==> config.mk <==
export PLATFORM = sky130hd
export DESIGN_NAME = sysctl_gpio_regs
export DESIGN_NICKNAME = d
export VERILOG_FILES = /design/src/inc/sysctl_gpio_pkg.sv /design/src/rtl/serial_slave_port.sv /design/src/rtl/sysctl_gpio_regs.sv
export SDC_FILE = /design/constraint.sdc
export NUM_CORES = 1
export LEC_CHECK = 0
export BUFFER_PORTS_ARGS = -buffer_cell sky130_fd_sc_hd__buf_2
export CAP_MARGIN = 20
export CORE_MARGIN = 2
export CORE_UTILIZATION = 45
export DETAILED_ROUTE_END_ITERATION = 16
export PLACE_DENSITY = 0.74
export SLEW_MARGIN = 40
export SYNTH_ARGS = -nofsm -noshare
export SYNTH_HDL_FRONTEND = slang
export SYNTH_HIERARCHICAL = 1
export SYNTH_SLANG_ARGS = --single-unit
==> constraint.sdc <==
create_clock -name clk -period 3.1 [get_ports clk]
set_clock_uncertainty 0.15 [all_clocks]
set_input_delay 0.465 -clock clk [delete_from_list [all_inputs] [get_ports clk]]
set_output_delay 0.465 -clock clk [all_outputs]
set_load 0.01 [all_outputs]
==> src/inc/sysctl_gpio_pkg.sv <==
// constants shared by the control register bank and its serial slave port
package sysctl_gpio_pkg;
    localparam logic [7:0] status_low_off   = 8'h00;
    localparam logic [7:0] status_high_off  = 8'h01;
    localparam logic [7:0] sys_high_off     = 8'h06;
    localparam logic [7:0] pin_ctrl_off     = 8'h07;
    localparam logic [7:0] pin_level_off    = 8'h08;
    localparam logic [7:0] sys_high_reset   = 8'hF5;
    localparam logic [7:0] pin_ctrl_reset   = 8'h0F;
    localparam logic [7:0] pin_level_reset  = 8'h00;
    localparam logic [7:0] status_reset     = 8'h00;
    localparam int         conv_on_bit      = 0;
    localparam int         soft_reset_bit   = 1;
    localparam int         auto_inc_bit     = 2;
    localparam int         reserved_lsb     = 3;
    localparam int         sense_lsb        = 4;
    localparam int         pin_count        = 4;
    localparam int         overpower_pins   = 2;
    // arbitrary slave address, not taken from any part
    localparam logic [6:0] slave_addr_reset = 7'h2A;
    localparam logic [2:0] last_bit         = 3'h7;
endpackage : sysctl_gpio_pkg

==> src/rtl/serial_slave_port.sv <==
// byte level two-wire slave: start/stop detect, address match, byte strobes
`timescale 1ns/100ps
module serial_slave_port #(
    parameter logic [6:0] slave_addr = sysctl_gpio_pkg::slave_addr_reset
) (
    input  wire logic       clk,
    input  wire logic       rstn,
    input  wire logic       scl_i,
    input  wire logic       sda_i,
    output logic            sda_oe,
    output logic            bus_start,
    output logic            bus_stop,
    output logic            wr_valid,
    output logic [7:0]      wr_byte,
    output logic            rd_take,
    input  wire logic [7:0] rd_data
);
    typedef enum logic [2:0] {st_idle, st_addr, st_addr_ack, st_wr, st_wr_ack, st_rd,
                              st_rd_ack} port_state_type;

    port_state_type state_q;
    logic       scl_q, sda_q, scl_p, sda_p;
    logic [7:0] shift_q;
    logic [7:0] tx_q;
    logic [2:0] cnt_q;
    logic       full_q;
    logic       rw_q;
    logic       ack_ok_q;
    logic       oe_q;
    logic       wr_valid_q;
    logic       rd_take_q;
    logic       scl_rise, scl_fall;

    // pins are taken as synchronous; one stage plus a previous copy for edges
    always_ff @(posedge clk or negedge rstn)
    begin
        if (!rstn)
        begin
            scl_q <= 1'b1;
            sda_q <= 1'b1;
            scl_p <= 1'b1;
            sda_p <= 1'b1;
        end
        else
        begin
            scl_q <= scl_i;
            sda_q <= sda_i;
            scl_p <= scl_q;
            sda_p <= sda_q;
        end
    end

    assign scl_rise  = scl_q & ~scl_p;
    assign scl_fall  = ~scl_q & scl_p;
    assign bus_start = scl_q & scl_p & sda_p & ~sda_q;
    assign bus_stop  = scl_q & scl_p & ~sda_p & sda_q;

    always_ff @(posedge clk or negedge rstn)
    begin
        if (!rstn)
        begin
            state_q    <= st_idle;
            shift_q    <= 8'h00;
            tx_q       <= 8'h00;
            cnt_q      <= 3'h0;
            full_q     <= 1'b0;
            rw_q       <= 1'b0;
            ack_ok_q   <= 1'b0;
            oe_q       <= 1'b0;
            wr_valid_q <= 1'b0;
            rd_take_q  <= 1'b0;
        end
        else
        begin
            wr_valid_q <= 1'b0;
            rd_take_q  <= 1'b0;
            if (bus_start)
            begin
                state_q <= st_addr;
                cnt_q   <= 3'h0;
                full_q  <= 1'b0;
                oe_q    <= 1'b0;
            end
            else if (bus_stop)
            begin
                state_q <= st_idle;
                oe_q    <= 1'b0;
            end
            else if (scl_rise)
            begin
                unique case (state_q)
                    st_addr, st_wr, st_rd:
                    begin
                        shift_q <= {shift_q[6:0], sda_q};
                        cnt_q   <= cnt_q + 3'h1;
                        full_q  <= (cnt_q == sysctl_gpio_pkg::last_bit);
                    end
                    st_rd_ack:
                        ack_ok_q <= ~sda_q;
                    default:
                        full_q <= 1'b0;
                endcase
            end
            else if (scl_fall)
            begin
                unique case (state_q)
                    st_addr:
                        if (full_q)
                        begin
                            full_q <= 1'b0;
                            if (shift_q[7:1] == slave_addr)
                            begin
                                state_q <= st_addr_ack;
                                rw_q    <= shift_q[0];
                                oe_q    <= 1'b1;
                            end
                            else
                                state_q <= st_idle;
                        end
                    st_addr_ack, st_rd_ack:
                        if (state_q == st_addr_ack && !rw_q)
                        begin
                            state_q <= st_wr;
                            oe_q    <= 1'b0;
                        end
                        else if (state_q == st_addr_ack || ack_ok_q)
                        begin
                            // first data bit must be on the wire before the next rise
                            state_q   <= st_rd;
                            tx_q      <= {rd_data[6:0], 1'b0};
                            oe_q      <= ~rd_data[7];
                            rd_take_q <= 1'b1;
                        end
                        else
                        begin
                            state_q <= st_idle;
                            oe_q    <= 1'b0;
                        end
                    st_wr:
                        if (full_q)
                        begin
                            full_q     <= 1'b0;
                            state_q    <= st_wr_ack;
                            oe_q       <= 1'b1;
                            wr_valid_q <= 1'b1;
                        end
                    st_wr_ack:
                    begin
                        state_q <= st_wr;
                        oe_q    <= 1'b0;
                    end
                    st_rd:
                        if (full_q)
                        begin
                            full_q  <= 1'b0;
                            state_q <= st_rd_ack;
                            oe_q    <= 1'b0;
                        end
                        else
                        begin
                            oe_q <= ~tx_q[7];
                            tx_q <= {tx_q[6:0], 1'b0};
                        end
                    default:
                        oe_q <= 1'b0;
                endcase
            end
        end
    end

    assign sda_oe   = oe_q;
    assign wr_valid = wr_valid_q;
    assign wr_byte  = shift_q;
    assign rd_take  = rd_take_q;
endmodule : serial_slave_port

==> src/rtl/sysctl_gpio_regs.sv <==
// upper system control byte, pin control and pin level registers behind the serial port
// Summary of operation
// - read clears status flags when enabled
// - converter on follows control bit zero
// - protection trip clears converter bit
// - soft reset applies at stop, self clears
// - auto increment advances pointer per byte
// - reserved bits reset to 1111 0
// - release bit one floats, zero pulls low
// - first two pins also pulled by overpower
// - sense bits enable input buffers, reset off
// - level byte latches pin levels when sensed
`timescale 1ns/100ps
module sysctl_gpio_regs #(
    parameter logic [6:0] slave_addr = sysctl_gpio_pkg::slave_addr_reset
) (
    input  wire logic       clk,
    input  wire logic       rstn,
    input  wire logic       scl_i,
    input  wire logic       sda_i,
    output logic            sda_o,
    output logic            sda_oe,
    input  wire logic [3:0] pin_i,
    output logic [3:0]      pin_o,
    output logic [3:0]      pin_oe,
    output logic            buck_converter_on,
    input  wire logic       protection_trip,
    input  wire logic       overpower_short,
    input  wire logic       read_clears_flags,
    input  wire logic [7:0] status_low_set,
    input  wire logic [7:0] status_high_set,
    input  wire logic [7:0] status_low_clear,
    input  wire logic [7:0] status_high_clear,
    output logic [7:0]      status_low_byte,
    output logic [7:0]      status_high_byte
);
    logic       bus_start, bus_stop, wr_valid, rd_take;
    logic [7:0] wr_byte;
    logic [7:0] rd_data;
    logic [7:0] ptr_q;
    logic       ptr_loaded_q;
    logic [7:0] sys_high_q;
    logic [7:0] pin_ctrl_q;
    logic [3:0] level_q;
    logic [7:0] stat_low_q, stat_high_q;
    logic       soft_reset_q;
    logic       data_wr, soft_now;
    logic [7:0] low_rd_clr, high_rd_clr;
    logic [3:0] release_bits, sense_on;

    serial_slave_port #(
        .slave_addr (slave_addr)
    ) port_u (
        .clk       (clk),
        .rstn      (rstn),
        .scl_i     (scl_i),
        .sda_i     (sda_i),
        .sda_oe    (sda_oe),
        .bus_start (bus_start),
        .bus_stop  (bus_stop),
        .wr_valid  (wr_valid),
        .wr_byte   (wr_byte),
        .rd_take   (rd_take),
        .rd_data   (rd_data)
    );

    assign sda_o    = 1'b0;
    assign data_wr  = wr_valid & ptr_loaded_q;
    // a pending soft reset waits for the end of the transfer so the ack still goes out
    assign soft_now = soft_reset_q & bus_stop;

    // first byte after a write address is the pointer, later bytes are data
    always_ff @(posedge clk or negedge rstn)
    begin
        if (!rstn)
        begin
            ptr_q        <= 8'h00;
            ptr_loaded_q <= 1'b0;
        end
        else if (soft_now)
        begin
            ptr_q        <= 8'h00;
            ptr_loaded_q <= 1'b0;
        end
        else
        begin
            if (bus_start)
                ptr_loaded_q <= 1'b0;
            if (wr_valid && !ptr_loaded_q)
            begin
                ptr_q        <= wr_byte;
                ptr_loaded_q <= 1'b1;
            end
            else if ((data_wr || rd_take) && sys_high_q[sysctl_gpio_pkg::auto_inc_bit])
                ptr_q <= ptr_q + 8'h01;
        end
    end

    always_comb
    begin
        unique case (ptr_q)
            sysctl_gpio_pkg::status_low_off:  rd_data = stat_low_q;
            sysctl_gpio_pkg::status_high_off: rd_data = stat_high_q;
            sysctl_gpio_pkg::sys_high_off:    rd_data = sys_high_q;
            sysctl_gpio_pkg::pin_ctrl_off:    rd_data = pin_ctrl_q;
            sysctl_gpio_pkg::pin_level_off:   rd_data = {4'h0, level_q};
            default:                          rd_data = 8'h00;
        endcase
    end

    // upper system control byte; a protection trip beats a host write in the same cycle
    always_ff @(posedge clk or negedge rstn)
    begin
        if (!rstn)
        begin
            sys_high_q   <= sysctl_gpio_pkg::sys_high_reset;
            soft_reset_q <= 1'b0;
        end
        else if (soft_now)
        begin
            sys_high_q   <= sysctl_gpio_pkg::sys_high_reset;
            soft_reset_q <= 1'b0;
        end
        else
        begin
            if (data_wr && ptr_q == sysctl_gpio_pkg::sys_high_off)
            begin
                sys_high_q <= wr_byte;
                soft_reset_q <= wr_byte[sysctl_gpio_pkg::soft_reset_bit];
            end
            if (protection_trip)
                sys_high_q[sysctl_gpio_pkg::conv_on_bit] <= 1'b0;
        end
    end

    assign buck_converter_on = sys_high_q[sysctl_gpio_pkg::conv_on_bit];

    always_ff @(posedge clk or negedge rstn)
    begin
        if (!rstn)
            pin_ctrl_q <= sysctl_gpio_pkg::pin_ctrl_reset;
        else if (soft_now)
            pin_ctrl_q <= sysctl_gpio_pkg::pin_ctrl_reset;
        else if (data_wr && ptr_q == sysctl_gpio_pkg::pin_ctrl_off)
            pin_ctrl_q <= wr_byte;
    end

    assign release_bits = pin_ctrl_q[sysctl_gpio_pkg::sense_lsb-1:0];
    assign sense_on     = pin_ctrl_q[7:sysctl_gpio_pkg::sense_lsb];

    genvar gi;
    generate
        for (gi = 0; gi < sysctl_gpio_pkg::pin_count; gi++)
        begin : pin_gen
            // open drain: only ever drives low
            assign pin_o[gi] = 1'b0;
            if (gi < sysctl_gpio_pkg::overpower_pins)
            begin : op_gen
                assign pin_oe[gi] = ~release_bits[gi] | overpower_short;
            end
            else
            begin : plain_gen
                assign pin_oe[gi] = ~release_bits[gi];
            end
            always_ff @(posedge clk or negedge rstn)
            begin
                if (!rstn)
                    level_q[gi] <= 1'b0;
                else if (soft_now)
                    level_q[gi] <= 1'b0;
                else
                    level_q[gi] <= sense_on[gi] & pin_i[gi];
            end
        end
    endgenerate

    // read clear drops only the bits actually shifted out; new events still win
    assign low_rd_clr  = (read_clears_flags && rd_take &&
                          ptr_q == sysctl_gpio_pkg::status_low_off) ? rd_data : 8'h00;
    assign high_rd_clr = (read_clears_flags && rd_take &&
                          ptr_q == sysctl_gpio_pkg::status_high_off) ? rd_data : 8'h00;

    always_ff @(posedge clk or negedge rstn)
    begin
        if (!rstn)
        begin
            stat_low_q  <= sysctl_gpio_pkg::status_reset;
            stat_high_q <= sysctl_gpio_pkg::status_reset;
        end
        else if (soft_now)
        begin
            stat_low_q  <= sysctl_gpio_pkg::status_reset;
            stat_high_q <= sysctl_gpio_pkg::status_reset;
        end
        else
        begin
            stat_low_q  <= (stat_low_q & ~(low_rd_clr | status_low_clear))
                           | status_low_set;
            stat_high_q <= (stat_high_q & ~(high_rd_clr | status_high_clear))
                           | status_high_set;
        end
    end

    assign status_low_byte  = stat_low_q;
    assign status_high_byte = stat_high_q;
endmodule : sysctl_gpio_regs

======== Word-level counts from Yosys, hierarchy flattened ========
Index checks and enable logic that the tools add are counted.
storage, ports and cells
  bits in registers ....................... 78
  bits of input ports ..................... 43
  output and inout bits ................... 27
  word-level logic and storage cells ...... 192
cells by class
  add/subtract/negate cells ............... 2
  eq/ne operators ......................... 22
  multiplexer cells ....................... 71
  bitwise logic cells ..................... 36
  reductions and logical operators ........ 35
operators with widths
  kind                   count
  $mux W8                14
  $pmux W8 S5            1
  $mux W3                13
  $mux W1                38
  $or A8 B8 Y8           4
  $reduce_bool A3 Y1     6
  $and A8 B8 Y8          2
  $eq A8 B3 Y1 const B   2
  $ne A4 B3 Y1 const B   4
  $not A8 Y8             2
  $pmux W8 S2            1
  $pmux W3 S5            1
  $and A1 B1 Y1          13
  $not A1 Y1             13
  $eq A3 B3 Y1 const B   4
  $reduce_and A4 Y1      3
  $reduce_bool A2 Y1     5
  $add A8 B1 Y8 const B  1
  $eq A8 B1 Y1 const B   1
  $eq A8 B4 Y1 const B   1
  $logic_and A1 B1 Y1    8
  $logic_not A8 Y1       1
  $reduce_and A8 Y1      1
  $eq A7 B6 Y1 const B   1
  other kinds (19)       26

======== Depth between registers and ports, before layout ========
Gate-level depths: netlist of the first run.
  depth after elaboration ................. 10
  gate-level depth with buffers ........... 10
  depth with buffers taken out ............ 9

======== Cells and area by module ========
The synthesis of the first run kept the hierarchy.
by module, submodules not included
  module             instances  cells an instance  area an instance (sq um)  seq. area each (sq um)
  sysctl_gpio_regs   1          270                2491.1                    1138.6
  serial_slave_port  1          142                1617.8                    780.7

======== Worst setup path after synthesis of the first run ========
Ideal clock, no wire load.
  kind .................................... reg2reg
  from .................................... register ptr_q[0]
  to ...................................... register port_u.tx_q[5]
  setup time .............................. 125 ps
  data arrival time ....................... 1783 ps
  required time ........................... 2825 ps
  slack ................................... 1042 ps
  cell stages (with the launch flop) ...... 9
  buffers on the path ..................... 1
  period minus slack after synthesis ...... 2058 ps
  cells stage by stage .................... dfrtp_1 -> inv_1 -> ha_1 -> nor2b_1 -> clkbuf_1 -> a32oi_1 -> a21oi_1 -> mux2_2 -> mux2_4
between the ends
  word-level cells in the longest chain between the ends .. 5
  elaborated cells on any way between the ends .. 9
  those cells by class .................... 4 x eq/ne; 4 x mux; 1 x reduce/logical
RTL lines
  item                                  RTL line                  text
  start: declaration                    sysctl_gpio_regs.sv:40    logic [7:0] ptr_q;
  start signal: assignment              sysctl_gpio_regs.sv:91    ptr_q <= wr_byte;
  start signal: assignment              sysctl_gpio_regs.sv:95    ptr_q <= ptr_q + 8'h01;
  $eq A8 B4 Y1 (tied with other cells)  sysctl_gpio_regs.sv:101   unique case (ptr_q)
  $pmux W8 S5 *                         sysctl_gpio_regs.sv:101
  named net rd_data[4]                  sysctl_gpio_regs.sv:39    logic [7:0] rd_data;
  $mux W8 *                             serial_slave_port.sv:126  else if (state_q == st_addr_ack || ack_ok_q)
  $mux W8 *                             serial_slave_port.sv:121  if (state_q == st_addr_ack && !rw_q)
  $pmux W8 S2 *                         serial_slave_port.sv:106  unique case (state_q)
  end signal: assignment                serial_slave_port.sv:130  tx_q <= {rd_data[6:0], 1'b0};
  end signal: assignment                serial_slave_port.sv:162  tx_q <= {tx_q[6:0], 1'b0};
  end: declaration                      serial_slave_port.sv:24   logic [7:0] tx_q;
The timed path passes the listed nets; every way through them passes the cells marked *. The select of a mux whose other input is x is not followed.
A chain may end at the register's enable or synchronous reset.

======== Worst setup path in the final report of the first run ========
  from .................................... register ptr_q[5]
  to ...................................... register pin_ctrl_q[6]
between the ends
  word-level cells in the longest chain between the ends .. 3
RTL lines
  item                                 RTL line                 text
  $eq A8 B3 Y1                         sysctl_gpio_regs.sv:144  else if (data_wr && ptr_q == sysctl_gpio_pkg::pin_ctrl_off)
  $logic_and A1 B1 Y1                  sysctl_gpio_regs.sv:144
  $reduce_bool A2 Y1 (no source line)  -
  end signal: assignment               sysctl_gpio_regs.sv:141  pin_ctrl_q <= sysctl_gpio_pkg::pin_ctrl_reset;
  end signal: assignment               sysctl_gpio_regs.sv:143  pin_ctrl_q <= sysctl_gpio_pkg::pin_ctrl_reset;
  end signal: assignment               sysctl_gpio_regs.sv:145  pin_ctrl_q <= wr_byte;
  end: declaration                     sysctl_gpio_regs.sv:43   logic [7:0] pin_ctrl_q;
Every way passes these cells.

==> implementation parameters, run 1 <==
Parameter                              Value

Layout
  Net count reported at finish    511
  Most common library cell in the layout ignoring fill and taps    sky130_fd_sc_hd__buf_2
  Layout cell share with drive strength beyond 1    0.278
  Antenna cell count    0
  Finished Core Util    0.527
  Finished Cell Area    4640 um2
  Most frequent cells in the layout    sky130_fd_sc_hd__buf_2, sky130_fd_sc_hd__dfrtp_1, sky130_fd_sc_hd__inv_1, sky130_fd_sc_hd__nor2_1, sky130_fd_sc_hd__a21oi_1
  Area used by multi-input combinational logic    1920 um2
  Register area    1920 um2
  Number of standard cells in the final layout excluding fillers    575
  Synth-to-layout area growth    12.9%
  Number of filler instances in the final layout    around 800

Worst setup path
  Category of the worst setup path capture point    register
  Reg2Reg Depth    3
  End of the worst register-to-register path    pin_ctrl_q[6]
  Required time of the critical path    approximately 3100 ps
  Register-to-Register Setup Slack    between 600 and 700 ps
  Highest fanout seen on the critical path    16
  Startpoint kind of the worst setup timing path    register
  Type of the worst setup path    register to register
  Startpoint of the worst-slack reg-to-reg timing path    ptr_q[5]
  Endpoint arrival time on the critical path    2480 ps

Logic synthesis
  Share of flip-flops with an asynchronous set or reset    1.00
  Post-synthesis instance total    412
  Flops & latches, synth    76
  Most frequently used flop master after synthesis    sky130_fd_sc_hd__dfrtp_1
  Synth Cell Area    4110 um2
  Number of enable flip-flop cells after synthesis    0
  Share of Yosys cell area claimed by the top area cell type    0.378
  Library cell with the largest summed area after synthesis    sky130_fd_sc_hd__dfrtp_1
  Synth Area per Inst    around 10 um2
  Fraction of the yosys area taken by sequential cells    0.467
  Netlist cell types    58
  Yosys synthesis warning count    6
  Top cells by area, synth    sky130_fd_sc_hd__dfrtp_1, sky130_fd_sc_hd__dfstp_2, sky130_fd_sc_hd__mux2_2

Route
  Routed Antenna Nets    0
  Count of unresolved DRC violations after routing    0
  Total iterations of the first detailed-routing run    4
  Count of vias placed by the detailed router    3,285
  Met3 WL post-DR    566 um
  Top Layer Used    met4
  WL met2    4440 um
  Per-cell routed wire length    16.5 um
  Detailed-route vias per instance    5.71
  Iteration-0 DRC Markers    195
  DRT met1 WL    between 4000 and 5000 um
  Final wirelength    roughly 9500 um

STA
  Final sum of negative setup slack    0 ps
  Final setup violation count    0
  Worst slew margin relative to its limit    0.465
  Worst hold slack    -41.1 ps
  Max Fclk    0.410 GHz
  Final WS setup    662 ps
  Worst slew pin tran    796 ps
  Unrepaired setup endpoints after global routing    no
  Number of slew-limit violations in the final report    0
  Share of the clock period used by the worst path after layout    0.787
  Number of failing hold endpoints at the final stage    7
  Min cycle time layout    2440 ps

Clock network
  Number of H-tree levels    3
  CTS clock-pin slew for the worst setup and hold paths    80 ps
  Cts hold-fix bufs    0
  Clock tree from TritonCTS    built
  Root buf cell    sky130_fd_sc_hd__clkbuf_8
  Clock insertion delay at the later pin of the skew report    350 ps
  Post-cts repair resize count    0
  Clock buffers created by TritonCTS    9
  Maximum root-to-sink buffer count    2
  Number of buffers inserted by post-CTS setup repair    0
  Count of clock tree sinks    76

Global routing
  Via count of the first global-routing pass    3,157
  GR Util All Layers    0.197
  First-pass GRT wire length    15,500 um
  Antenna violations before repair    0
  Global-route congestion overflow total    0
  Largest net degree at the start of global routing    77

Power and ir drop
  Sum of internal, switching and leakage power    a little over 2 mW
  Pwr per Cell Area    between 400 and 500 nW/um2
  Worst-case vdd ir drop    about 0.32 mV
  Leakage power figure    2.09 nW

Run status
  Violated checks    hold timing
  Status    finished with violations

Die
  DIE AREA    just under 10,000 um2
  Initial core utilization    0.467
  I/O pin count    70
  Placeable Area    approximately 8800 um2
  Std cell rows    34
  Die outline width    99.6 um
  Die Height    99.6 um

Min path
  Class of the tightest hold or removal check    primary input to asynchronous set/reset pin

Place
  Standard cell area after detailed placement    around 4400 um2
  Count of buffers inserted at the top-level ports    64
  # placed instances    559
  Final weighted congestion of routability-driven global placement    0.824
  Post-placement worst setup slack    roughly 710 ps
  Detailed placer's ending HPWL    6850 um

Run
  Max-cap viol count    0
-- routing by layer --
metal  vias to the layer above  track usage
met5                         -            0
met4                         0       0.0548
met3                        10       0.0316
met2                       127        0.315
met1                      1563        0.278
li1                       1585            -
-- worst max path at each step --
stage / startpoint / cells after the start / end / slack, ps
finish: ptr_q[5] / 3 / pin_ctrl_q[6] / 660
global route: ptr_q[5] / 4 / pin_ctrl_q[2] / 480
CTS: ptr_q[5] / 3 / pin_ctrl_q[6] / 690
detailed placement: ptr_q[5] / 3 / pin_ctrl_q[7] / 710
global placement: ptr_q[5] / 3 / pin_ctrl_q[5] / 780
floorplan: ptr_q[0] / 8 / port_u/tx_q[5] / 1040
-- cell type report --
| class | count | share of cell area |
|---|---|---|
| Clock buffer | 13 | 0.0386 |
| Clock inverter | 3 | 0.00917 |
| Multi-Input combinational cell | 282 | 0.413 |
| Timing Repair Buffer | 67 | 0.0752 |
| Tap cell | 108 | 0.0291 |
| Sequential cell | 76 | 0.414 |
| Inverter | 26 | 0.0210 |
-- flip-flops by register name (all words and copies together) (netlist names) --
| register | count |
|---|---|
| sys_high_q | 8 |
| port_u/sda_oe | 1 |
| port_u/ack_ok_q | 1 |
| pin_ctrl_q | 8 |
| port_u/sda_q | 1 |
| status_high_byte | 8 |
| ptr_q | 8 |
| port_u/wr_valid | 1 |
| port_u/scl_p | 1 |
| port_u/rw_q | 1 |
| port_u/full_q | 1 |
| ptr_loaded_q | 1 |
| port_u/rd_take | 1 |
| status_low_byte | 8 |
| port_u/sda_p | 1 |
| port_u/tx_q | 7 |
| port_u/wr_byte | 8 |
| port_u/state_q | 3 |
| port_u/scl_q | 1 |
| port_u/cnt_q | 3 |
| level_q | 4 |
-- synth_stat cells (all sizes together), types with 2 or more instances --
library cell and number:
nand4 5, o21ai 25, nor4b 2, nand2 23, buf 19, o21a 5, and2 2, inv 26
a31oi 15, a21o 7, a21oi 25, nor3b 3, a221oi 4, ha 6, mux2 20, dfrtp 62
or2 3, and3 6, nor2b 5, nand2b 9, dfstp 14, clkbuf 13, nand3 15, a311oi 2
nor3 12, o22ai 3, nor2 26, xnor2 5, a22o 4, a32oi 6, nor4 4, a22oi 5
a211oi 9, mux2i 4, nand3b 3, o211ai 2
-- cells by family (layout without fill, tap and decap cells) --
group                      after synthesis  count (layout)  synth area share
xor gates and xnor gates                 6               6            0.0128
AOI/OAI and AO/OA                      120             120             0.192
and+or+nand+nor                        121             121             0.168
DFF                                     76              76             0.467
buffers and inverters                   58             109            0.0706
adders and majority gates                6               6            0.0183
muxes                                   24              24            0.0700
other                                    1               5          0.000913
-- critical path, stage by stage (launching register included) --
cell                      delay, ps
sky130_fd_sc_hd__dfrtp_1        430
sky130_fd_sc_hd__or4_1          720
sky130_fd_sc_hd__nor4_4         770
sky130_fd_sc_hd__o21ai_0        210
-- power by group --
group / switching [mW] / internal [mW] / leakage (nW) / total (mW)
registers: 0.0384 / 1.02 / 0.957 / 1.06
clock network: 0.354 / 0.459 / 0.112 / 0.813
logic: 0.0787 / 0.0742 / 1.02 / 0.153
total: 0.471 / 1.56 / 2.09 / 2.03
(Power assumes the default switching activity.)
==> run 2, diff against run 1 <==
- clock period: 3.1 -> 2.4 ns (I/O delays scaled with it)
==> implementation parameters, run 2 (synthesis results as in run 1) <==
Parameter                              Value

Route
  Per-cell routed wire length    16.9 um (+2.7%)
  Total iterations of the first detailed-routing run    5 (+1)
  Routed Antenna Nets    0 (unchanged)
  Count of unresolved DRC violations after routing    0 (unchanged)
  Final wirelength    10,100 um (+6.2%)
  Detailed-route vias per instance    5.83 (+2.1%)
  Iteration-0 DRC Markers    185 (-5.1%)
  Count of vias placed by the detailed router    3,470 (+5.6%)

Worst setup path
  Highest cell delay on the worst timing path    400 ps (-370 ps)
  Highest fanout seen on the critical path    10 (-6)
  Startpoint of the worst-slack reg-to-reg timing path    ptr_q[0]
  Category of the worst setup path capture point    register
  Startpoint kind of the worst setup timing path    register
  Reg2Reg Depth    8 (+5)
  Crit path to    port_u/tx_q[6]
  Crit path cell chain    inv_1 > ha_1 > nor2b_1 > buf_4 > a32oi_1 > a21oi_1 > mux2_2 > mux2_4
  Type of the worst setup path    register to register
  Cell with the largest stage delay on the worst path    sky130_fd_sc_hd__dfrtp_1
  Number of stages on the worst setup path    8 (+5)
  Dominant delay contributor by cell family on the critical path    multiplexers
  Endpoint arrival time on the critical path    2330 ps (-150 ps)
  End of the worst register-to-register path    port_u/tx_q[6]
  Launch point of the critical path    ptr_q[0]
  Required time of the critical path    2490 ps (-650 ps)
  Crit path buffers/inverters    2 (+2)
  Register-to-Register Setup Slack    160 ps (-500 ps)

Clock network
  Number of H-tree levels    3 (unchanged)
  Number of buffers inserted by post-CTS setup repair    0 (unchanged)
  CTS clock-pin slew for the worst setup and hold paths    80 ps (about the same)
  Clock buffers created by TritonCTS    9 (unchanged)
  Maximum root-to-sink buffer count    2 (unchanged)
  Clock tree from TritonCTS    built
  Root buf cell    sky130_fd_sc_hd__clkbuf_8
  Clock insertion delay at the later pin of the skew report    350 ps (about the same)
  Count of clock tree sinks    76 (unchanged)

Die
  Die outline width    99.6 um (unchanged)
  DIE AREA    9910 um2 (unchanged)
  I/O pin count    70 (unchanged)
  Std cell rows    34 (unchanged)
  Die Height    99.6 um (unchanged)
  Placeable Area    8810 um2 (unchanged)
  Initial core utilization    0.467 (unchanged)

Layout
  Most common library cell in the layout ignoring fill and taps    sky130_fd_sc_hd__buf_2
  Layout cell share with drive strength beyond 1    0.298 (+0.0194)
  Synth-to-layout area growth    18.0%
  Antenna cell count    0 (unchanged)
  Net count reported at finish    531 (+3.9%)
  Most frequent cells in the layout    sky130_fd_sc_hd__buf_2, sky130_fd_sc_hd__dfrtp_1, sky130_fd_sc_hd__inv_1, sky130_fd_sc_hd__nor2_1, sky130_fd_sc_hd__a21oi_1
  Number of filler instances in the final layout    766 (-3.0%)

STA
  Worst slew pin tran    529 ps (-267 ps)
  Unrepaired setup endpoints after global routing    no
  Number of failing hold endpoints at the final stage    0 (-7)
  Worst slew margin relative to its limit    0.647 (+0.182)
  Min cycle time layout    2240 ps (-196 ps)
  Max Fclk    0.446 GHz (+8.7%)
  Number of slew-limit violations in the final report    0 (unchanged)
  Share of the clock period used by the worst path after layout    0.934 (+0.148)
  Final sum of negative setup slack    0 ps (unchanged)
  Final WS setup    158 ps (-504 ps)
  Final setup violation count    0 (unchanged)

Power and ir drop
  Worst-case vdd ir drop    0.386 mV (+21%)
  Sequential group share of total power    0.504 (-0.020)
  Pwr per Cell Area    561 nW/um2 (+28%)
  Proportion of power drawn by combinational gates    0.078 (+0.003)
  Leakage power figure    2.20 nW (+5.3%)
  NetSw    0.622 mW (+32%)
  Internal Power    2.10 mW (+35%)
  Sw Share    0.229 (-0.00361)
  Share of power burned in the clock network    0.418 (+0.017)

Min path
  Hold path start    status_high_set[6]
  Class of the tightest hold or removal check    primary input to register

Global routing
  First-pass GRT wire length    16,700 um (+7.5%)
  Antenna violations before repair    0 (unchanged)
  Via count of the first global-routing pass    3,373 (+6.8%)
  Largest net degree at the start of global routing    41 (-47%)
  GR Util All Layers    0.214 (+0.0172)
  Global-route congestion overflow total    0 (unchanged)

Place
  Final weighted congestion of routability-driven global placement    0.855 (+3.8%)
  Count of buffers inserted at the top-level ports    64 (unchanged)
  Post-placement worst setup slack    181 ps (-525 ps)
  Detailed placer's ending HPWL    7250 um (+5.7%)

Run status
  Status    finished, final reports clean

Run
  Max-cap viol count    0 (unchanged)
-- run 2: cell count changes in the layout (fill, tap and decap cells not counted), sizes merged --
cell         delta
dlygate4sd3     +4
clkinv          -1
bufinv          +1
buf            +16
-- run 2: final cells by class --
type	count	area, um2	share of cell area
flip-flops and latches	76	1920	0.396
clock inverters	3	67.6	0.0139
multi-input cells	282	1920	0.395
repair buffers	87	543	0.112
well taps	108	135	0.0279
clock buffers	13	169	0.0348
inverters	26	97.6	0.0201
-- run 2: routing by layer --
metal	wire length (um)	up-vias	GRT usage
met4	139	0	0.0485
met1	4470	1676	0.283
met2	4790	157	0.350
met5	0	-	0
li1	-	1623	-
met3	692	14	0.0611
-- run 2: per-stage QoR --
step	power [mW]	std cells	util	instance area, um2	hold slack, ps
floorplan	1.49	416	-	4120	-85.6
global placement	1.60	575	0.519	4570	229
detailed placement	1.60	575	0.519	4570	234
CTS	2.74	595	0.550	4850	60.8
global route	2.83	595	0.551	4850	52.8
finish	2.72	595	0.551	4850	73.1
-- run 2: worst register-to-register path, cell delays in order, from the launching register on --
cell and delay (ps):
sky130_fd_sc_hd__dfrtp_1 400, sky130_fd_sc_hd__inv_1 110, sky130_fd_sc_hd__ha_1 280, sky130_fd_sc_hd__nor2b_1 150, sky130_fd_sc_hd__buf_4 180, sky130_fd_sc_hd__a32oi_1 230
sky130_fd_sc_hd__a21oi_1 100, sky130_fd_sc_hd__mux2_2 280, sky130_fd_sc_hd__mux2_4 250
-- run 2: power by group through the flow --
stage          clock [mW]  sequential, mW  combinational (mW)
5_1_grt              1.21            1.38               0.240
4_1_cts              1.16            1.37               0.217
3_3_place_gp            0            1.39               0.203
3_5_place_dp            0            1.39               0.210
2_1_floorplan           0            1.39               0.108
6_report             1.14            1.37               0.212
-- run 2: worst min-delay path by stage --
stage	end	slack, ps	cells after the start
detailed placement	port_u/full_q	230	1
CTS	status_high_byte[6]	60	2
floorplan	level_q[0]	-90	0
global placement	port_u/cnt_q[2]	230	1
global route	status_high_byte[7]	50	2
finish	status_high_byte[6]	70	2
-- run 2: what timing repair did --
| action | in CTS | in global routing |
|---|---|---|
| resized for setup | 0 | 1 |
| setup endpoints to repair | 0 | 2 |
| hold buffers | 4 | 0 |
| endpoints found under the hold margin | 34 | 0 |
==> run 3, diff against run 2 <==
- CORE_MARGIN: 2 -> not set
- clock period: 2.4 -> 2.67 ns (I/O delays scaled with it)
==> implementation parameters, run 3 (synthesis results as in run 1) <==
Parameter                              Value

Die
  I/O pin count    70 (unchanged)
  DIE AREA    9520 um2 (-4.0%)
  Die Height    97.6 um (-2.0%)
  Initial core utilization    0.469 (+0.00227)
  Die outline width    97.6 um (-2.0%)
  Placeable Area    8760 um2 (-0.48%)
  Std cell rows    34 (unchanged)

Place
  Final weighted congestion of routability-driven global placement    0.876 (+2.4%)
  Detailed placer's ending HPWL    7110 um (-1.8%)
  # placed instances    566 (-1.6%)
  Count of buffers inserted at the top-level ports    64 (unchanged)
  Standard cell area after detailed placement    4470 um2 (-2.2%)

STA
  Worst slew pin tran    691 ps (+162 ps)
  Final setup violation count    0 (unchanged)
  Unrepaired setup endpoints after global routing    no
  Number of slew-limit violations in the final report    0 (unchanged)
  Share of the clock period used by the worst path after layout    0.897 (-0.0375)
  Worst slew margin relative to its limit    0.538 (-0.109)
  Number of failing hold endpoints at the final stage    0 (unchanged)
  Final sum of negative setup slack    0 ps (unchanged)
  Max Fclk    0.418 GHz (-6.3%)
  Min cycle time layout    2390 ps (+152 ps)

Route
  Detailed-route vias per instance    5.76 (-1.3%)
  Total iterations of the first detailed-routing run    4 (-1)
  Count of vias placed by the detailed router    3,369 (-2.9%)
  Count of unresolved DRC violations after routing    0 (unchanged)
  Routed Antenna Nets    0 (unchanged)
  Iteration-0 DRC Markers    214 (+16%)
  Per-cell routed wire length    16.7 um (-1.6%)
  Final wirelength    9750 um (-3.3%)

Layout
  Most frequent cells in the layout    sky130_fd_sc_hd__buf_2, sky130_fd_sc_hd__dfrtp_1, sky130_fd_sc_hd__inv_1, sky130_fd_sc_hd__nor2_1, sky130_fd_sc_hd__a21oi_1
  Layout cell share with drive strength beyond 1    0.283 (-0.0147)
  Most common library cell in the layout ignoring fill and taps    sky130_fd_sc_hd__buf_2
  Antenna cell count    0 (unchanged)
  Synth-to-layout area growth    13.8%
  Net count reported at finish    521 (-1.9%)
  Number of standard cells in the final layout excluding fillers    585 (-1.7%)
  Finished Cell Area    4680 um2 (-3.5%)

Clock network
  Root buf cell    sky130_fd_sc_hd__clkbuf_8
  Maximum root-to-sink buffer count    2 (unchanged)
  Count of clock tree sinks    76 (unchanged)
  CTS clock-pin slew for the worst setup and hold paths    70 ps (about the same)
  Number of H-tree levels    3 (unchanged)
  Clock insertion delay at the later pin of the skew report    340 ps (about the same)
  Clock tree from TritonCTS    built
  Clock buffers created by TritonCTS    9 (unchanged)

Power and ir drop
  Pwr per Cell Area    470 nW/um2 (-16%)
  Sum of internal, switching and leakage power    2.20 mW (-19%)
  Leakage power figure    2.11 nW (-4.1%)
  Worst-case vdd ir drop    0.336 mV (-13%)

Global routing
  Antenna violations before repair    0 (unchanged)
  GR Util All Layers    0.216 (+0.00248)
  First-pass GRT wire length    16,400 um (-1.6%)
  Via count of the first global-routing pass    3,338 (-1.0%)
  Largest net degree at the start of global routing    77 (+88%)
  Global-route congestion overflow total    0 (unchanged)

Worst setup path
  Category of the worst setup path capture point    register
  Required time of the critical path    2790 ps (+300 ps)
  Startpoint kind of the worst setup timing path    register
  Type of the worst setup path    register to register
  Highest fanout seen on the critical path    10 (unchanged)
  Endpoint arrival time on the critical path    2510 ps (+180 ps)

Run
  Max-cap viol count    0 (unchanged)

Min path
  Class of the tightest hold or removal check    primary input to register

Run status
  Status    finished, final reports clean
==> run 3: cell type report <==
type / count / area, um2
flip-flops and latches: 76 / 1920
multi-input cells: 282 / 1910
clock buffers: 11 / 141
repair buffers: 77 / 432
clock inverters: 5 / 37.5
inverters: 26 / 97.6
well taps: 108 / 135
fillers: 783 / 4090
==> run 3: stage by stage <==
stage / setup WS, ps / hold slack [ps] / utilization
after floorplan: 612 / -45.1 / -
after CTS: 279 / 57.8 / 0.534
after global routing: 148 / 62.6 / 0.534
final: 276 / 71.7 / 0.534
after detailed placement: 325 / 242 / 0.510
after global placement: 389 / 228 / 0.509
==> run 3: worst max-delay path, cell delays in order (launching register included) <==
cell	delay (ps)
sky130_fd_sc_hd__dfrtp_1	440
sky130_fd_sc_hd__or4_1	720
sky130_fd_sc_hd__nor4_4	600
sky130_fd_sc_hd__buf_4	250
sky130_fd_sc_hd__nor3_1	50
sky130_fd_sc_hd__a21oi_2	120
==> run 3: power by group <==
part           internal, mW  switching [mW]  total, mW
Sequential             1.19          0.0429       1.23
Combinational        0.0898          0.0961      0.186
Clock                 0.364           0.417      0.782
==> run 3: layer usage <==
metal	wire length [um]	share of wire	track usage
met1	4350	0.45	0.286
met2	4490	0.46	0.350
met3	661	0.068	0.0446
met4	251	0.026	0.0803
met5	0	0	0
==> run 3: worst paths after layout <==
check                                start             endpoint  slack, ps  cells after the start
max                               ptr_q[5]        sys_high_q[7]        280                      5
min                        protection_trip        sys_high_q[0]         70                      2
max reg2reg                       ptr_q[5]        sys_high_q[7]        280                      5
min reg2reg                   port_u/scl_q         port_u/scl_p        260                      0
max in group asynchronous             rstn             ptr_q[3]       1420                      2
min in group asynchronous             rstn  status_high_byte[5]        510                      2
==> run 3: repair_timing <==
item | CTS | global route
buffers inserted | 0 | 0
resized for setup | 0 | 0
hold endpoints to repair | 64 | 0
hold buffers | 3 | 0
